$ cat src/hdl/itc_pkg.sv
// package: register map, field positions, reset values for the interrupt and timer control block
package itc_pkg;

	// ==========================================================
	// register indices; byte address is four times the index
	// ==========================================================
	localparam logic [5:0] IDX_SHIFT_BUF = 6'h0C;	// serial_shift_buffer
	localparam logic [5:0] IDX_INT_FLAGS = 6'h0D;	// interrupt_flags_and_mask
	localparam logic [5:0] IDX_CTL_A     = 6'h0E;	// timer_a_control
	localparam logic [5:0] IDX_CTL_B     = 6'h0F;	// timer_b_control
	localparam logic [5:0] IDX_LATCH_A   = 6'h10;	// timer a reload latch, 16 bits
	localparam logic [5:0] IDX_LATCH_B   = 6'h11;	// timer b reload latch, 16 bits

	// ==========================================================
	// interrupt flag and mask fields
	// ==========================================================
	localparam int EV_TA       = 0;	// timer_a_underflow
	localparam int EV_TB       = 1;	// timer_b_underflow
	localparam int EV_ALARM    = 2;	// alarm_match_event
	localparam int EV_SERIAL   = 3;	// serial_port_event
	localparam int EV_FLAG     = 4;	// external_flag_event
	localparam int NUM_EVENTS  = 5;	// number of interrupt sources
	localparam int SUMMARY_BIT = 7;	// any_enabled_pending, also set/clear on writes

	// ==========================================================
	// control register fields
	// ==========================================================
	localparam int CTL_START  = 0;	// run the timer
	localparam int CTL_ROUTE  = 1;	// port_output_route
	localparam int CTL_STYLE  = 2;	// output_style, 1 toggle
	localparam int CTL_RUN    = 3;	// run_style, 1 one-shot
	localparam int CTL_LOAD   = 4;	// force load strobe, never stored
	localparam int CTL_SRC_LO = 5;	// count_source low bit
	localparam int CTL_SRC_HI = 6;	// timer b count_source high bit / timer a serial_direction
	localparam int CTL_TOP    = 7;	// timer a rate select, timer b alarm write select

	// ==========================================================
	// reset values
	// ==========================================================
	localparam logic [7:0]  CTL_RESET   = 8'h00;	// timers stopped, pulse, continuous
	localparam logic [4:0]  MASK_RESET  = 5'h00;	// all sources masked off
	localparam logic [15:0] LATCH_RESET = 16'hFFFF;	// longest period

	// ==========================================================
	// timer b count source encodings
	// ==========================================================
	localparam logic [1:0] SRC_CLOCK    = 2'h0;	// system clock cycles
	localparam logic [1:0] SRC_PIN      = 2'h1;	// rising count_pin edges
	localparam logic [1:0] SRC_TA       = 2'h2;	// timer a underflows
	localparam logic [1:0] SRC_TA_GATED = 2'h3;	// timer a underflows while count_pin high

	localparam int BYTE_BITS = 8;	// serial byte length

endpackage

$ cat src/hdl/itc_timer.sv
// file: one down counter with reload latch, run control and port output shaping
`timescale 1ns/1ps
`default_nettype none

module itc_timer #(
	parameter int W = 16	// counter width
) (
	input  wire logic         hclk,		// system clock
	input  wire logic         hresetn,	// async reset, active low
	input  wire logic         ce,		// clock enable
	input  wire logic         start,	// run bit from control register
	input  wire logic         run_style,	// 1 one-shot
	input  wire logic         output_style,	// 1 toggle, 0 pulse
	input  wire logic         force_load,	// one-cycle load strobe
	input  wire logic         tick,		// count qualifier
	input  wire logic [W-1:0] latch,	// reload value
	output logic              underflow,	// one-cycle pulse per underflow
	output logic              stop_req,	// one-shot end, clears run bit
	output logic              port_out	// shaped output for the port line
);

	logic [W-1:0] count_q;	// live counter
	logic         uf_q;	// registered underflow pulse
	logic         tog_q;	// toggle style level
	logic         start_q;	// run bit one cycle ago

	// a one-shot end halts counting in the cycle before the run bit drops, so the counter rests on the latch value
	wire wrap = start && !stop_req && tick && (count_q == '0);	// counter reaches the end

	// ==========================================================
	// counter: force load beats counting
	// ==========================================================
	always_ff @(posedge hclk or negedge hresetn) begin
		if (!hresetn) begin
			count_q <= '1;
		end else if (ce) begin
			if (force_load) begin
				count_q <= latch;
			end else if (wrap) begin
				count_q <= latch;
			end else if (start && !stop_req && tick) begin
				count_q <= count_q - 1'b1;
			end
		end
	end

	// ==========================================================
	// underflow pulse and one-shot stop
	// ==========================================================
	always_ff @(posedge hclk or negedge hresetn) begin
		if (!hresetn) begin
			uf_q     <= 1'b0;
			stop_req <= 1'b0;
		end else if (ce) begin
			uf_q     <= wrap;
			stop_req <= wrap && run_style;
		end
	end

	// ==========================================================
	// toggle level: high on start, inverts per underflow
	// ==========================================================
	always_ff @(posedge hclk or negedge hresetn) begin
		if (!hresetn) begin
			tog_q   <= 1'b0;
			start_q <= 1'b0;
		end else if (ce) begin
			start_q <= start;
			if (start && !start_q) begin
				tog_q <= 1'b1;
			end else if (wrap) begin
				tog_q <= !tog_q;
			end
		end
	end

	assign underflow = uf_q;
	assign port_out  = output_style ? tog_q : uf_q;

	// pulse style gives exactly one cycle high per underflow
	pulse_len_a: assert property (@(posedge hclk) disable iff (!hresetn)
		(ce && uf_q && !output_style && !$past(uf_q)) |=> (!uf_q || !ce || $past(wrap)))
		else $error("pulse output longer than one cycle without a new underflow");

endmodule
`default_nettype wire

$ cat src/hdl/itc_core.sv
// file: interrupt aggregation, timer and serial control with an ahb-lite register slave
// Operation
// - serial bytes go most significant bit first
// - idle data line holds last sent bit
// - clock and data lines only pull low
// - five interrupt sources accepted
// - every event sets its flag regardless of mask
// - enabled event sets summary, drives request low
// - flag read clears all, releases request
// - mask write top zero clears ones
// - mask write top one sets ones
// - bit 0 runs timer, one-shot clears it
// - timer a route drives port line six
// - bit 2 picks toggle or pulse output
// - bit 3 picks one-shot or continuous
// - bit 4 strobes force load, reads zero
// - timer a counts clocks or pin edges
// - timer a bit 6 sets serial direction
// - timer a bit 7 picks 50/60 Hz
// - timer b low bits mirror timer a
// - timer b bits 6,5 pick count source
// - timer b bit 7 steers clock writes
// - unimplemented bits ignore writes, read zero
// - one-shot stops after reload, continuous repeats
// - force load copies latch any time
// - pulse one cycle; toggle starts high, resets low
`timescale 1ns/1ps
`default_nettype none

module itc_core #(
	parameter int TW = 16	// timer width
) (
	input  wire logic        hclk,			// system clock, 100 MHz
	input  wire logic        hresetn,		// async reset, active low
	input  wire logic        ce,			// clock enable, freezes all state
	input  wire logic        hsel,			// slave select
	input  wire logic [31:0] haddr,			// byte address
	input  wire logic [1:0]  htrans,		// transfer type
	input  wire logic        hwrite,		// write when high
	input  wire logic [2:0]  hsize,			// transfer size
	input  wire logic        hready,		// bus ready in
	input  wire logic [31:0] hwdata,		// write data
	output logic [31:0]      hrdata,		// read data
	output logic             hreadyout,		// always ready
	output logic             hresp,			// always okay
	output logic             irq_n,			// interrupt request, active low
	input  wire logic        count_pin_in,		// count_pin level seen on the wire
	output logic             count_pin_out,		// count_pin drive value, low only
	output logic             count_pin_oe,		// count_pin pull-down enable
	input  wire logic        serial_in,		// serial data level seen on the wire
	output logic             serial_out,		// serial data drive value, low only
	output logic             serial_oe,		// serial data pull-down enable
	input  wire logic        alarm_match_event,	// one-cycle alarm pulse
	input  wire logic        external_flag_event,	// one-cycle flag pulse
	output logic             port_b_line_six,	// timer a shaped output
	output logic             port_b_line_six_oe,	// timer a owns line six
	output logic             port_b_line_seven,	// timer b shaped output
	output logic             port_b_line_seven_oe,	// timer b owns line seven
	output logic             time_of_day_input_rate,// 1 for 50 Hz, 0 for 60 Hz
	output logic             tod_write_alarm	// clock writes go to alarm
);

	// ==========================================================
	// declarations
	// ==========================================================
	logic          wr_pend_q;	// write data phase pending
	logic [5:0]    wr_idx_q;	// word index of pending write
	logic [7:0]    rd_q;		// registered read data
	logic [7:0]    ctl_a_q;		// timer_a_control storage
	logic [7:0]    ctl_b_q;		// timer_b_control storage
	logic [TW-1:0] latch_a_q;	// timer a reload latch
	logic [TW-1:0] latch_b_q;	// timer b reload latch
	logic [4:0]    flags_q;		// sticky event flags
	logic [4:0]    mask_q;		// interrupt enables
	logic          summary_q;	// any_enabled_pending
	logic [7:0]    buf_q;		// serial_shift_buffer
	logic          buf_full_q;	// output byte waiting
	logic [7:0]    shift_q;		// shift register
	logic [3:0]    bits_q;		// bits moved in the current byte
	logic          tx_active_q;	// output transfer running
	logic          clk_line_q;	// our shift clock level
	logic          data_line_q;	// our data level
	logic          pin_prev_q;	// count_pin one cycle ago
	logic          serial_ev_q;	// serial byte done pulse
	logic          ta_uf;		// timer a underflow
	logic          tb_uf;		// timer b underflow
	logic          ta_stop;		// timer a one-shot end
	logic          tb_stop;		// timer b one-shot end
	logic          ta_port;		// timer a port output
	logic          tb_port;		// timer b port output
	logic          tb_tick;		// timer b count qualifier
	logic [4:0]    events;		// this cycle's events

	wire       addr_ok  = hsel && hready && htrans[1];	// address phase accepted
	wire [5:0] addr_idx = haddr[7:2];			// word index
	wire       rd_take  = ce && addr_ok && !hwrite;		// read taken
	wire       rd_flags = rd_take && (addr_idx == itc_pkg::IDX_INT_FLAGS);	// clearing read
	wire       wr_now   = ce && wr_pend_q;			// write data phase
	wire [7:0] wb       = hwdata[7:0];			// written byte
	wire       pin_rise = count_pin_in && !pin_prev_q;	// rising count_pin edge
	wire       ser_out  = ctl_a_q[itc_pkg::CTL_SRC_HI];	// serial_direction
	wire       ld_a     = wr_now && (wr_idx_q == itc_pkg::IDX_CTL_A) && wb[itc_pkg::CTL_LOAD];
	wire       ld_b     = wr_now && (wr_idx_q == itc_pkg::IDX_CTL_B) && wb[itc_pkg::CTL_LOAD];
	wire [1:0] src_b    = ctl_b_q[itc_pkg::CTL_SRC_HI:itc_pkg::CTL_SRC_LO];	// timer b source

	// ==========================================================
	// bus slave: zero wait, address phase captured for writes
	// ==========================================================
	assign hreadyout = 1'b1;	// no wait states
	assign hresp     = 1'b0;	// always okay

	// write address capture
	always_ff @(posedge hclk or negedge hresetn) begin
		if (!hresetn) begin
			wr_pend_q <= 1'b0;
			wr_idx_q  <= 6'h00;
		end else if (ce) begin
			if (hready) begin
				wr_pend_q <= addr_ok && hwrite;
				wr_idx_q  <= addr_idx;
			end
		end
	end

	// read data is picked at the address phase so the flag read and its clear line up
	always_ff @(posedge hclk or negedge hresetn) begin
		if (!hresetn) begin
			rd_q <= 8'h00;
		end else if (rd_take) begin
			case (addr_idx)
				itc_pkg::IDX_SHIFT_BUF: rd_q <= buf_q;
				itc_pkg::IDX_INT_FLAGS: rd_q <= {summary_q, 2'b00, flags_q};
				itc_pkg::IDX_CTL_A:     rd_q <= ctl_a_q;
				itc_pkg::IDX_CTL_B:     rd_q <= ctl_b_q;
				itc_pkg::IDX_LATCH_A:   rd_q <= latch_a_q[7:0];
				itc_pkg::IDX_LATCH_B:   rd_q <= latch_b_q[7:0];
				default:                rd_q <= 8'h00;	// unmapped reads zero
			endcase
		end
	end

	// latches expose only their low byte on reads; upper bits are write side
	assign hrdata = {24'h000000, rd_q};

	// ==========================================================
	// control registers; the load bit is never stored
	// ==========================================================
	always_ff @(posedge hclk or negedge hresetn) begin
		if (!hresetn) begin
			ctl_a_q <= itc_pkg::CTL_RESET;
		end else if (ce) begin
			if (wr_now && (wr_idx_q == itc_pkg::IDX_CTL_A)) begin
				ctl_a_q <= wb & 8'hEF;
			end else if (ta_stop) begin
				ctl_a_q[itc_pkg::CTL_START] <= 1'b0;
			end
		end
	end

	// timer b control, same layout in the low bits
	always_ff @(posedge hclk or negedge hresetn) begin
		if (!hresetn) begin
			ctl_b_q <= itc_pkg::CTL_RESET;
		end else if (ce) begin
			if (wr_now && (wr_idx_q == itc_pkg::IDX_CTL_B)) begin
				ctl_b_q <= wb & 8'hEF;
			end else if (tb_stop) begin
				ctl_b_q[itc_pkg::CTL_START] <= 1'b0;
			end
		end
	end

	// reload latches
	always_ff @(posedge hclk or negedge hresetn) begin
		if (!hresetn) begin
			latch_a_q <= itc_pkg::LATCH_RESET[TW-1:0];
			latch_b_q <= itc_pkg::LATCH_RESET[TW-1:0];
		end else if (wr_now) begin
			if (wr_idx_q == itc_pkg::IDX_LATCH_A) begin
				latch_a_q <= hwdata[TW-1:0];
			end
			if (wr_idx_q == itc_pkg::IDX_LATCH_B) begin
				latch_b_q <= hwdata[TW-1:0];
			end
		end
	end

	// ==========================================================
	// timers
	// ==========================================================
	// timer b source select; the gated mode samples the pin level
	always_comb begin
		case (src_b)
			itc_pkg::SRC_CLOCK:    tb_tick = 1'b1;
			itc_pkg::SRC_PIN:      tb_tick = pin_rise;
			itc_pkg::SRC_TA:       tb_tick = ta_uf;
			itc_pkg::SRC_TA_GATED: tb_tick = ta_uf && count_pin_in;
			default:               tb_tick = 1'b0;
		endcase
	end

	itc_timer #(.W(TW)) u_timer_a (
		.hclk         (hclk),
		.hresetn      (hresetn),
		.ce           (ce),
		.start        (ctl_a_q[itc_pkg::CTL_START]),
		.run_style    (ctl_a_q[itc_pkg::CTL_RUN]),
		.output_style (ctl_a_q[itc_pkg::CTL_STYLE]),
		.force_load   (ld_a),
		.tick         (ctl_a_q[itc_pkg::CTL_SRC_LO] ? pin_rise : 1'b1),
		.latch        (latch_a_q),
		.underflow    (ta_uf),
		.stop_req     (ta_stop),
		.port_out     (ta_port)
	);

	itc_timer #(.W(TW)) u_timer_b (
		.hclk         (hclk),
		.hresetn      (hresetn),
		.ce           (ce),
		.start        (ctl_b_q[itc_pkg::CTL_START]),
		.run_style    (ctl_b_q[itc_pkg::CTL_RUN]),
		.output_style (ctl_b_q[itc_pkg::CTL_STYLE]),
		.force_load   (ld_b),
		.tick         (tb_tick),
		.latch        (latch_b_q),
		.underflow    (tb_uf),
		.stop_req     (tb_stop),
		.port_out     (tb_port)
	);

	// port lines and plain control outputs
	assign port_b_line_six        = ta_port;
	assign port_b_line_six_oe     = ctl_a_q[itc_pkg::CTL_ROUTE];
	assign port_b_line_seven      = tb_port;
	assign port_b_line_seven_oe   = ctl_b_q[itc_pkg::CTL_ROUTE];
	assign time_of_day_input_rate = ctl_a_q[itc_pkg::CTL_TOP];
	assign tod_write_alarm        = ctl_b_q[itc_pkg::CTL_TOP];

	// ==========================================================
	// serial port: output shifts on timer a underflows, input on pin edges
	// ==========================================================
	// pin history for edge detection
	always_ff @(posedge hclk or negedge hresetn) begin
		if (!hresetn) begin
			pin_prev_q <= 1'b1;
		end else if (ce) begin
			pin_prev_q <= count_pin_in;
		end
	end

	// shift engine; two underflows make one bit, so the bit rate is half the underflow rate
	always_ff @(posedge hclk or negedge hresetn) begin
		if (!hresetn) begin
			shift_q     <= 8'h00;
			bits_q      <= 4'h0;
			tx_active_q <= 1'b0;
			clk_line_q  <= 1'b1;
			data_line_q <= 1'b1;
			serial_ev_q <= 1'b0;
		end else if (ce) begin
			serial_ev_q <= 1'b0;
			if (ser_out) begin
				if (!tx_active_q) begin
					clk_line_q <= 1'b1;
					if (buf_full_q && ctl_a_q[itc_pkg::CTL_START] && !ctl_a_q[itc_pkg::CTL_RUN]) begin
						shift_q     <= buf_q;
						bits_q      <= 4'h0;
						tx_active_q <= 1'b1;
					end
				end else if (ta_uf) begin
					if (clk_line_q) begin
						// falling clock: next bit goes out, top bit first
						clk_line_q  <= 1'b0;
						data_line_q <= shift_q[7];
						shift_q     <= {shift_q[6:0], 1'b0};
					end else begin
						clk_line_q <= 1'b1;
						if (bits_q == 4'(itc_pkg::BYTE_BITS - 1)) begin
							serial_ev_q <= 1'b1;
							bits_q      <= 4'h0;
							if (buf_full_q) begin
								shift_q <= buf_q;	// back to back byte
							end else begin
								tx_active_q <= 1'b0;	// data line keeps last bit
							end
						end else begin
							bits_q <= bits_q + 4'h1;
						end
					end
				end
			end else begin
				// input: sample on rising external clock, top bit arrives first
				tx_active_q <= 1'b0;
				clk_line_q  <= 1'b1;
				data_line_q <= 1'b1;
				if (pin_rise) begin
					shift_q <= {shift_q[6:0], serial_in};
					if (bits_q == 4'(itc_pkg::BYTE_BITS - 1)) begin
						bits_q      <= 4'h0;
						serial_ev_q <= 1'b1;
					end else begin
						bits_q <= bits_q + 4'h1;
					end
				end
			end
		end
	end

	// buffer: host writes fill it, input mode dumps the received byte into it
	always_ff @(posedge hclk or negedge hresetn) begin
		if (!hresetn) begin
			buf_q      <= 8'h00;
			buf_full_q <= 1'b0;
		end else if (ce) begin
			if (wr_now && (wr_idx_q == itc_pkg::IDX_SHIFT_BUF)) begin
				buf_q      <= wb;
				buf_full_q <= ser_out;
			end else if (!ser_out && pin_rise && bits_q == 4'(itc_pkg::BYTE_BITS - 1)) begin
				buf_q <= {shift_q[6:0], serial_in};
			end else if (ser_out && buf_full_q && (!tx_active_q
				|| (ta_uf && !clk_line_q && bits_q == 4'(itc_pkg::BYTE_BITS - 1)))) begin
				buf_full_q <= !(ctl_a_q[itc_pkg::CTL_START] && !ctl_a_q[itc_pkg::CTL_RUN]) && !tx_active_q;
			end
		end
	end

	// open-drain lines: drive value is always low, enable only when we want low
	assign count_pin_out = 1'b0;
	assign serial_out    = 1'b0;
	assign count_pin_oe  = ser_out && !clk_line_q;
	assign serial_oe     = ser_out && !data_line_q;

	// ==========================================================
	// interrupt flags, mask and summary
	// ==========================================================
	assign events = {external_flag_event, serial_ev_q, alarm_match_event, tb_uf, ta_uf};

	// sticky flags: an event in the clearing cycle survives the read
	always_ff @(posedge hclk or negedge hresetn) begin
		if (!hresetn) begin
			flags_q   <= 5'h00;
			summary_q <= 1'b0;
		end else if (ce) begin
			flags_q   <= (rd_flags ? 5'h00 : flags_q) | events;
			summary_q <= (rd_flags ? 1'b0 : summary_q) | (|(events & mask_q));
		end
	end

	// mask write: top bit chooses set or clear of the bits written as one
	always_ff @(posedge hclk or negedge hresetn) begin
		if (!hresetn) begin
			mask_q <= itc_pkg::MASK_RESET;
		end else if (wr_now && (wr_idx_q == itc_pkg::IDX_INT_FLAGS)) begin
			if (wb[itc_pkg::SUMMARY_BIT]) begin
				mask_q <= mask_q | wb[4:0];
			end else begin
				mask_q <= mask_q & ~wb[4:0];
			end
		end
	end

	assign irq_n = !summary_q;

	// ==========================================================
	// checks
	// ==========================================================
	irq_follow_a: assert property (@(posedge hclk) disable iff (!hresetn)
		(ce && |(events & mask_q)) |=> (!irq_n && summary_q))
		else $error("enabled event did not raise the request");

	flag_clear_a: assert property (@(posedge hclk) disable iff (!hresetn)
		(rd_flags && events == 5'h00) |=> (flags_q == 5'h00 && irq_n))
		else $error("flag read did not clear flags and request");

	flag_keep_a: assert property (@(posedge hclk) disable iff (!hresetn)
		(ce && events[itc_pkg::EV_FLAG]) |=> flags_q[itc_pkg::EV_FLAG])
		else $error("external flag event lost");

	flag_stay_a: assert property (@(posedge hclk) disable iff (!hresetn)
		(flags_q[itc_pkg::EV_TA] && !rd_flags) |=> flags_q[itc_pkg::EV_TA])
		else $error("flag dropped without a read");

	mask_set_a: assert property (@(posedge hclk) disable iff (!hresetn)
		(wr_now && wr_idx_q == itc_pkg::IDX_INT_FLAGS && wb[7]) |=> ((mask_q & $past(wb[4:0])) == $past(wb[4:0])))
		else $error("mask set write failed");

	mask_clear_a: assert property (@(posedge hclk) disable iff (!hresetn)
		(wr_now && wr_idx_q == itc_pkg::IDX_INT_FLAGS && !wb[7]) |=> ((mask_q & $past(wb[4:0])) == 5'h00))
		else $error("mask clear write failed");

	load_zero_a: assert property (@(posedge hclk) disable iff (!hresetn)
		!ctl_a_q[itc_pkg::CTL_LOAD] && !ctl_b_q[itc_pkg::CTL_LOAD])
		else $error("load bit was stored");

	oneshot_stop_a: assert property (@(posedge hclk) disable iff (!hresetn)
		(ce && ta_stop && !wr_now) |=> !ctl_a_q[itc_pkg::CTL_START])
		else $error("one-shot underflow left timer running");

	flag_zero_a: assert property (@(posedge hclk) disable iff (!hresetn)
		(ce && $past(rd_flags)) |-> (hrdata[6:5] == 2'b00))
		else $error("unused flag bits read nonzero");

endmodule
`default_nettype wire

$ cat config.mk
export PLATFORM = sky130hd
export DESIGN_NAME = itc_core
export DESIGN_NICKNAME = d
export VERILOG_FILES = /design/src/hdl/itc_pkg.sv /design/src/hdl/itc_timer.sv /design/src/hdl/itc_core.sv
export SDC_FILE = /design/constraint.sdc
export NUM_CORES = 1
export LEC_CHECK = 0
export BUFFER_PORTS_ARGS = -buffer_cell sky130_fd_sc_hd__buf_2
export CAP_MARGIN = 20
export CORE_MARGIN = 4
export CORE_UTILIZATION = 45
export DETAILED_ROUTE_END_ITERATION = 10
export HOLD_SLACK_MARGIN = 0.08
export PLACE_DENSITY_LB_ADDON = 0.12
export SLEW_MARGIN = 40
export SYNTH_ARGS = -nofsm -noshare
export SYNTH_HDL_FRONTEND = slang
export SYNTH_SLANG_ARGS = --single-unit
$ cat constraint.sdc
create_clock -name hclk -period 2 [get_ports hclk]
set_input_delay 0.4 -clock hclk [delete_from_list [all_inputs] [get_ports hclk]]
set_output_delay 0.4 -clock hclk [all_outputs]
set_load 0.1 [all_outputs]
Word level (Yosys, flattened, before mapping)
Cells that the tools add are included.
{ "classes": {"n_addsub": 3, "eq_ne": 25, "mux": 63, "bitwise_logic": 6, "n_reduce_logical": 83} }
{ "ops": {"columns": ["operator", "n"], "rows": [
  ["two-way mux 16 bit", 6],
  ["two-way mux 8 bit", 10],
  ["== test 6 x 4 -> 1 bit, second input constant", 8],
  ["one-hot mux 8 bit (6 select lines)", 1],
  ["logical AND 1 bit", 37],
  ["two-way mux 1 bit", 36],
  ["zero test 16 bit", 2],
  ["subtractor 16 x 1 -> 16 bit, second input constant", 2],
  ["two-way mux 4 bit", 7],
  ["AND reduction 2 bit", 13],
  ["== test 6 x 5 -> 1 bit, second input constant", 4],
  ["zero test 1 bit", 15],
  ["nonzero test 2 bit", 7],
  ["bitwise AND 5 bit", 2],
  ["two-way mux 5 bit", 2],
  ["bitwise OR 5 bit", 2],
  ["!= test 2 x 1 -> 1 bit, second input constant", 3],
  ["AND reduction 6 bit", 1],
  ["nonzero test 3 bit", 2],
  ["NOT 5 bit", 1],
  ["AND reduction 5 bit", 1],
  ["OR reduction 5 bit", 1],
  ["adder 4 x 1 -> 4 bit, second input constant", 1],
  ["== test 2 bit, second input constant", 2],
  ["14 further kinds", 14]
]} }
{ "totals": {"reg_bits": 138, "in_bits": 79} }

Logic depth before layout (Yosys ltp)
{ "logic_depth": {"ltp_word": 8, "mapped_depth": 9} }

By module
From an unflattened synthesis, not the netlist that was laid out.
{ "unflattened": {"hier_cells": 687, "hier_area_um2": 7626.1} }
{ "modules_own_cells": {"columns": ["mod", "n_inst", "cells_per_inst", "area_each_um2", "seq_area_each_um2"], "rows": [
  ["itc_core", 1, 396, 4997.3, 2496.1],
  ["itc_timer (u_timer_b)", 1, 142, 1320.0, 520.5],
  ["itc_timer (u_timer_a)", 1, 149, 1308.8, 520.5]
]} }

Least setup slack after synthesis
No wires, ideal clock.
{ "synth_timing": {"path_type": "register to register", "startpoint": "reg ctl_a_q[6]", "endpoint": "reg shift_q[0]", "t_arrival_ps": 2969, "setup_slack_ps": -1094, "path_stages_with_launch": 5, "path_buffers": 1, "period_less_slack_ps": 3094, "cell_sequence": "dfrtp_1 -> clkbuf_1 -> nor2b_1 -> a31oi_1 -> mux2_2"} }
{ "synth_via": {"elab_chain_len": 2, "elab_cells_between_ends": 7, "classes_between": "eq/ne (4); mux (1); reduce/logical (2)"} }
{ "synth_lines": {"columns": ["element", "line_no", "rtl"], "rows": [
  ["from (decl)", "itc_core.sv:69", "logic [7:0] ctl_a_q;"],
  ["from (signal assigned)", "itc_core.sv:150", "ctl_a_q <= itc_pkg::CTL_RESET;"],
  ["from (signal assigned)", "itc_core.sv:153", "ctl_a_q <= wb & 8'hEF;"],
  ["!= test 4 x 2 -> 1 bit (no line) (tied with other cells)", null, null],
  ["AND reduction 6 bit (no line)", null, null],
  ["to (signal assigned)", "itc_core.sv:267", "shift_q <= buf_q;"],
  ["to (signal assigned)", "itc_core.sv:276", "shift_q <= {shift_q[6:0], 1'b0};"],
  ["to (signal assigned)", "itc_core.sv:283", "shift_q <= buf_q;"],
  ["to (decl)", "itc_core.sv:78", "logic [7:0] shift_q;"]
]} }
Several ways; a longest one is shown, not always the timed one.
A chain may end at the register's enable or synchronous reset.

Worst setup path after layout
{ "layout_timing": {"startpoint": "reg u_timer_b.count_q[8]", "endpoint": "reg u_timer_b.count_q[8]"} }
{ "layout_via": {"elab_chain_len": 4, "elab_cells_between_ends": 8, "classes_between": "add/sub (1); mux (3); reduce/logical (4)"} }
{ "layout_lines": {"columns": ["element", "line_no", "rtl"], "rows": [
  ["from (decl)", "itc_timer.sv:22", "logic [W-1:0] count_q;"],
  ["from (signal assigned)", "itc_timer.sv:38", "count_q <= latch;"],
  ["from (signal assigned)", "itc_timer.sv:40", "count_q <= latch;"],
  ["from (signal assigned)", "itc_timer.sv:42", "count_q <= count_q - 1'b1;"],
  ["subtractor 16 x 1 -> 16 bit or zero test 16 bit (tied branches)", "itc_timer.sv:42, itc_timer.sv:28", null],
  ["two-way mux 16 bit or logical AND 1 bit (tied branches)", "itc_timer.sv:41, itc_timer.sv:28", null],
  ["two-way mux 16 bit or nonzero test 3 bit (tied branches)", null, null],
  ["two-way mux 16 bit or AND reduction 2 bit (tied branches)", null, null]
]} }
Several ways; a longest one is shown, not always the timed one. The select of a mux whose other input is x is not followed.

==> impl.org <==
** Setup path
- Critical path start-end classification :: reg -> reg
- STA classifies the critical path startpoint as a flip-flop.
- Sequence of cells on the critical path :: or4_4 > nor4_4 > nand4_2 > buf_6 > a311oi_2 > o221ai_2
- Largest stage delay on the critical path :: 0.55 ns
- In this run the register-to-register setup slack is -0.05 ns.
- Data required time at the worst endpoint :: 2.34 ns
- On the critical path, the stage with the largest delay is an instance of or4_4.
- STA classifies the critical path endpoint as a flip-flop.
- Data on the critical path arrives at its endpoint at 2.39 ns.
- Counting both buffers and inverters, the worst setup path holds a total of 1.
- Cell type group with the largest total delay on the critical path :: simple AND/OR/NAND/NOR gates
- In this run the worst path has a maximum fanout of 6.

** Placement
- Weighted congestion at the end of routability-driven global placement :: 0.871
- Instance area at placement :: 8700 sq um
- Pre-CTS worst setup slack :: -0.0936 ns
- Sum of net half-perimeters after detailed placement :: 14700 microns
- Instance count after placement with tap cells included :: 1030
- Count of buffers from port buffering :: 49

** STA
- The worst pin sits at a relative slew slack of 0.634.
- Number of hold-slack violations in the final timing report :: 0
- On the final layout, the worst clock skew is 0.0104 ns.
- Setup repair after global routing could not meet its margin everywhere.
- Transition time at the pin with the least slew margin :: 0.548 ns
- Once routing completed, OpenROAD measured the worst setup slack at -0.0532 ns.
- The final count of pins violating max slew was 0.
- Share of the cycle needed by the critical path after routing :: 1.03
- On the final layout, the worst hold slack is 0.216 ns.
- Based on the critical path, the design can be clocked at up to 487 MHz.
- Setup violations remaining at the end of the flow were counted as 15.
- Counting I/O delays and the setup requirement, the final critical path takes 2.05 ns.

** Finish
- Diode insertion count for antenna repair :: 0
- Compared with the post-synthesis result, the final layout area differs by 25.6%.
- Final cell area excluding filler cells :: 9580 sq um
- Final Net Count :: 920
- After filler insertion, the fill cell instance count of the layout stands at 1424.
- The finished layout holds 1069 standard cells, fillers aside.
- Commonest non-fill, non-tap cells in the layout :: buf_4 (89), mux2_2 (83), dfrtp_1 (67), dfstp_2 (67), nand2_1 (55)
- Of the cells placed in the final design, the portion with a size suffix greater than 1 is 0.453.
- Most common cell after layout, fill and taps aside :: buf_4

** Power and ir drop
- Internal power consumption :: 0.00546 W
- Seq pwr share :: 0.419
- For this design the ratio of total power to cell area is 831 nW/um^2.
- Comb pwr share :: 0.202
- For this design the total switching power over the nets is 0.00251 W.
- Overall power consumption after layout is estimated at 0.00797 W.
- Max IR drop VDD :: 708 uV
- Summed over all cells, the static leakage comes to 4.23 nW.
- Power share of the clock group :: 0.379
- Of the total power, the share spent switching nets is 0.315.

** Clocking
- The cell sitting at the root of the clock tree is a clkbuf_16.
- Clock tree synthesis found a total of 138 sinks.
- TritonCTS clock tree :: built
- Clock Latency Late Sink :: 0.43 ns
- Number of H-tree levels :: 4
- Counting along the longest clock path gives a buffer depth of 2.
- Buffers inserted during clock tree synthesis total 17.
- Clock-pin slew reported for the worst setup and hold paths after clock tree synthesis :: 0.07 ns

** Floorplan
- Y dimension of the die :: 138 microns
- For this configuration, the core starts out at a cell density of 0.460.
- The die covers 19100 sq um.
- Die Span X :: 138 microns
- Number of standard-cell rows in the floorplan :: 47
- 124 I/O pins were placed.
- Placeable core area :: 16600 sq um

** Global routing
- The number of global-route vias before repair was 6147.
- The number of antenna violations at the first check in global routing came to 0.
- Maximum number of pins on one net before global-route repair :: 62
- First-pass GRT wire length :: 32600 microns
- The total overflow left after global routing is 0.
- Across every metal layer, demand over resource in global routing totals 0.211.

** Job
- Maximum Capacitance Violations :: 0

** Routing
- Before antenna repair, the detailed router went through 5 iterations.
- For this run, design rule violations remaining after detail routing come to 0.
- Total routed wirelength :: 20500 microns
- Vias per cell :: 5.72
- Dividing the detail-routed wire length by the instance count gives 19.2 microns.
- The routed layout has 6120 vias.
- For this block, the initial DRC count from the detailed router was 390.
- In this run the remaining antenna-violating nets after routing total 0.

** Synth
- After technology mapping, the gate count stands at 712.
- Share of flip-flops with an asynchronous set or reset :: 1.00
- Synthesis-stage register bit count :: 138
- Top FF cell, synth :: dfrtp_1
- Post-synth EDFFs :: 0
- The average instance in the mapped netlist occupies 10.7 sq um.
- Part of the Yosys area used for sequential elements :: 0.464
- Count of synthesis-stage warnings from yosys :: 0
- The netlist uses 73 different library cells.
- After synthesis the cells add up to 7630 sq um.

** Status
- Violations in the final reports :: negative setup slack
- Outcome :: complete, but fails checks

** Hold path
- Worst min-delay path class :: in -> reg
## metrics by stage
stage | util | setup TNS, ns
after global routing | 0.578 | -1.39
after CTS | 0.566 | -0.449
final | 0.578 | -0.373
after global placement | 0.525 | -0.341
after floorplan | - | -0.570
after detailed placement | 0.525 | -1.29
## power groups by stage
stage	logic (W)	registers (W)	clock network, W
final	0.00161	0.00334	0.00302
after global routing	0.00173	0.00338	0.00320
after CTS	0.00156	0.00333	0.00307
after detailed placement	0.00155	0.00337	0
after global placement	0.00151	0.00335	0
after floorplan	0.000929	0.00354	0
## path summary, 6_finish.rpt
kind,from,to,cells after the start
max,u_timer_b.count_q[8],u_timer_b.count_q[8],6
min,hwrite,wr_pend_q,2
max reg2reg,u_timer_b.count_q[8],u_timer_b.count_q[8],6
min reg2reg,u_timer_a.count_q[1],u_timer_a.count_q[1],2
max in group asynchronous,hresetn,u_timer_b.count_q[12],3
min in group asynchronous,hresetn,rd_q[4],2
## worst reg2reg max path, cell delays in order, from the launching register on
cell and delay, ns:
dfstp_2 0.37, or4_4 0.55, nor4_4 0.25, nand4_2 0.20
buf_6 0.19, a311oi_2 0.28, o221ai_2 0.13
## logic make-up after synthesis
kind of cell | count (synthesis) | share of synthesized area
DFF | 138 | 0.464
AOI/OAI and AO/OA | 167 | 0.164
other | 2 | 0.000984
adders and majority gates | 5 | 0.00820
buffers and inverters | 97 | 0.0648
muxes | 112 | 0.162
and+or+nand+nor | 191 | 0.137
## final cells by class
| cell class | count | area [sq um] | share of cell area |
|---|---|---|---|
| Sequential cell | 138 | 3540 | 0.370 |
| Inverter | 26 | 97.6 | 0.0102 |
| Tap cell | 220 | 275 | 0.0287 |
| Timing Repair Buffer | 150 | 1160 | 0.121 |
| Multi-Input combinational cell | 503 | 3950 | 0.412 |
| Clock inverter | 12 | 118 | 0.0123 |
| Clock buffer | 20 | 447 | 0.0466 |
## sequential cells by signal (all words and copies together), names as in the netlist, 4 cells and up, named ones only
name               cells
bits_q                 4
buf_q                  8
ctl_a_q                7
ctl_b_q                7
flags_q                5
latch_a_q             16
latch_b_q             16
rd_q                   8
shift_q                8
u_timer_a.count_q     16
u_timer_b.count_q     16
wr_idx_q               6
## synthesized netlist by cell type (all sizes together), types with 4 or more instances
library cell / count / share of area
a21oi: 23 / 0.015
a22o: 10 / 0.011
a22oi: 7 / 0.0069
a2bb2oi: 14 / 0.016
a31oi: 6 / 0.0049
a32oi: 4 / 0.0046
buf: 41 / 0.037
clkbuf: 30 / 0.015
dfrtp: 71 / 0.23
dfstp: 67 / 0.23
ha: 5 / 0.0082
inv: 26 / 0.013
mux2: 83 / 0.12
mux2i: 28 / 0.037
nand2: 55 / 0.027
nand2b: 7 / 0.0057
nand3: 12 / 0.0079
nand3b: 8 / 0.0079
nand4: 10 / 0.0090
nand4b: 4 / 0.0046
nor2: 32 / 0.016
nor2b: 8 / 0.0066
nor3: 13 / 0.0092
nor4: 9 / 0.0093
o2111ai: 15 / 0.017
o21ai: 32 / 0.021
o221ai: 13 / 0.015
o311a: 9 / 0.012
or4: 8 / 0.0084
## per-layer routing
metal,part of all wire,vias up,track usage,routed length (microns)
met5,0,-,0,0
met4,0.021,0,0.0650,422
met3,0.032,27,0.0390,659
met2,0.51,123,0.367,10500
met1,0.43,3091,0.269,8880
li1,-,2879,-,-
## timing repair
action                                  in CTS  in global routing
pin swaps                                    5                  6
gates cloned                                 0                  1
hold endpoints to repair                    26                  0
resized for setup                           19                 31
hold buffers                                 1                  0
endpoints found under the setup margin      30                 35
setup buffers                                2                  3
(Power assumes the default switching activity.)
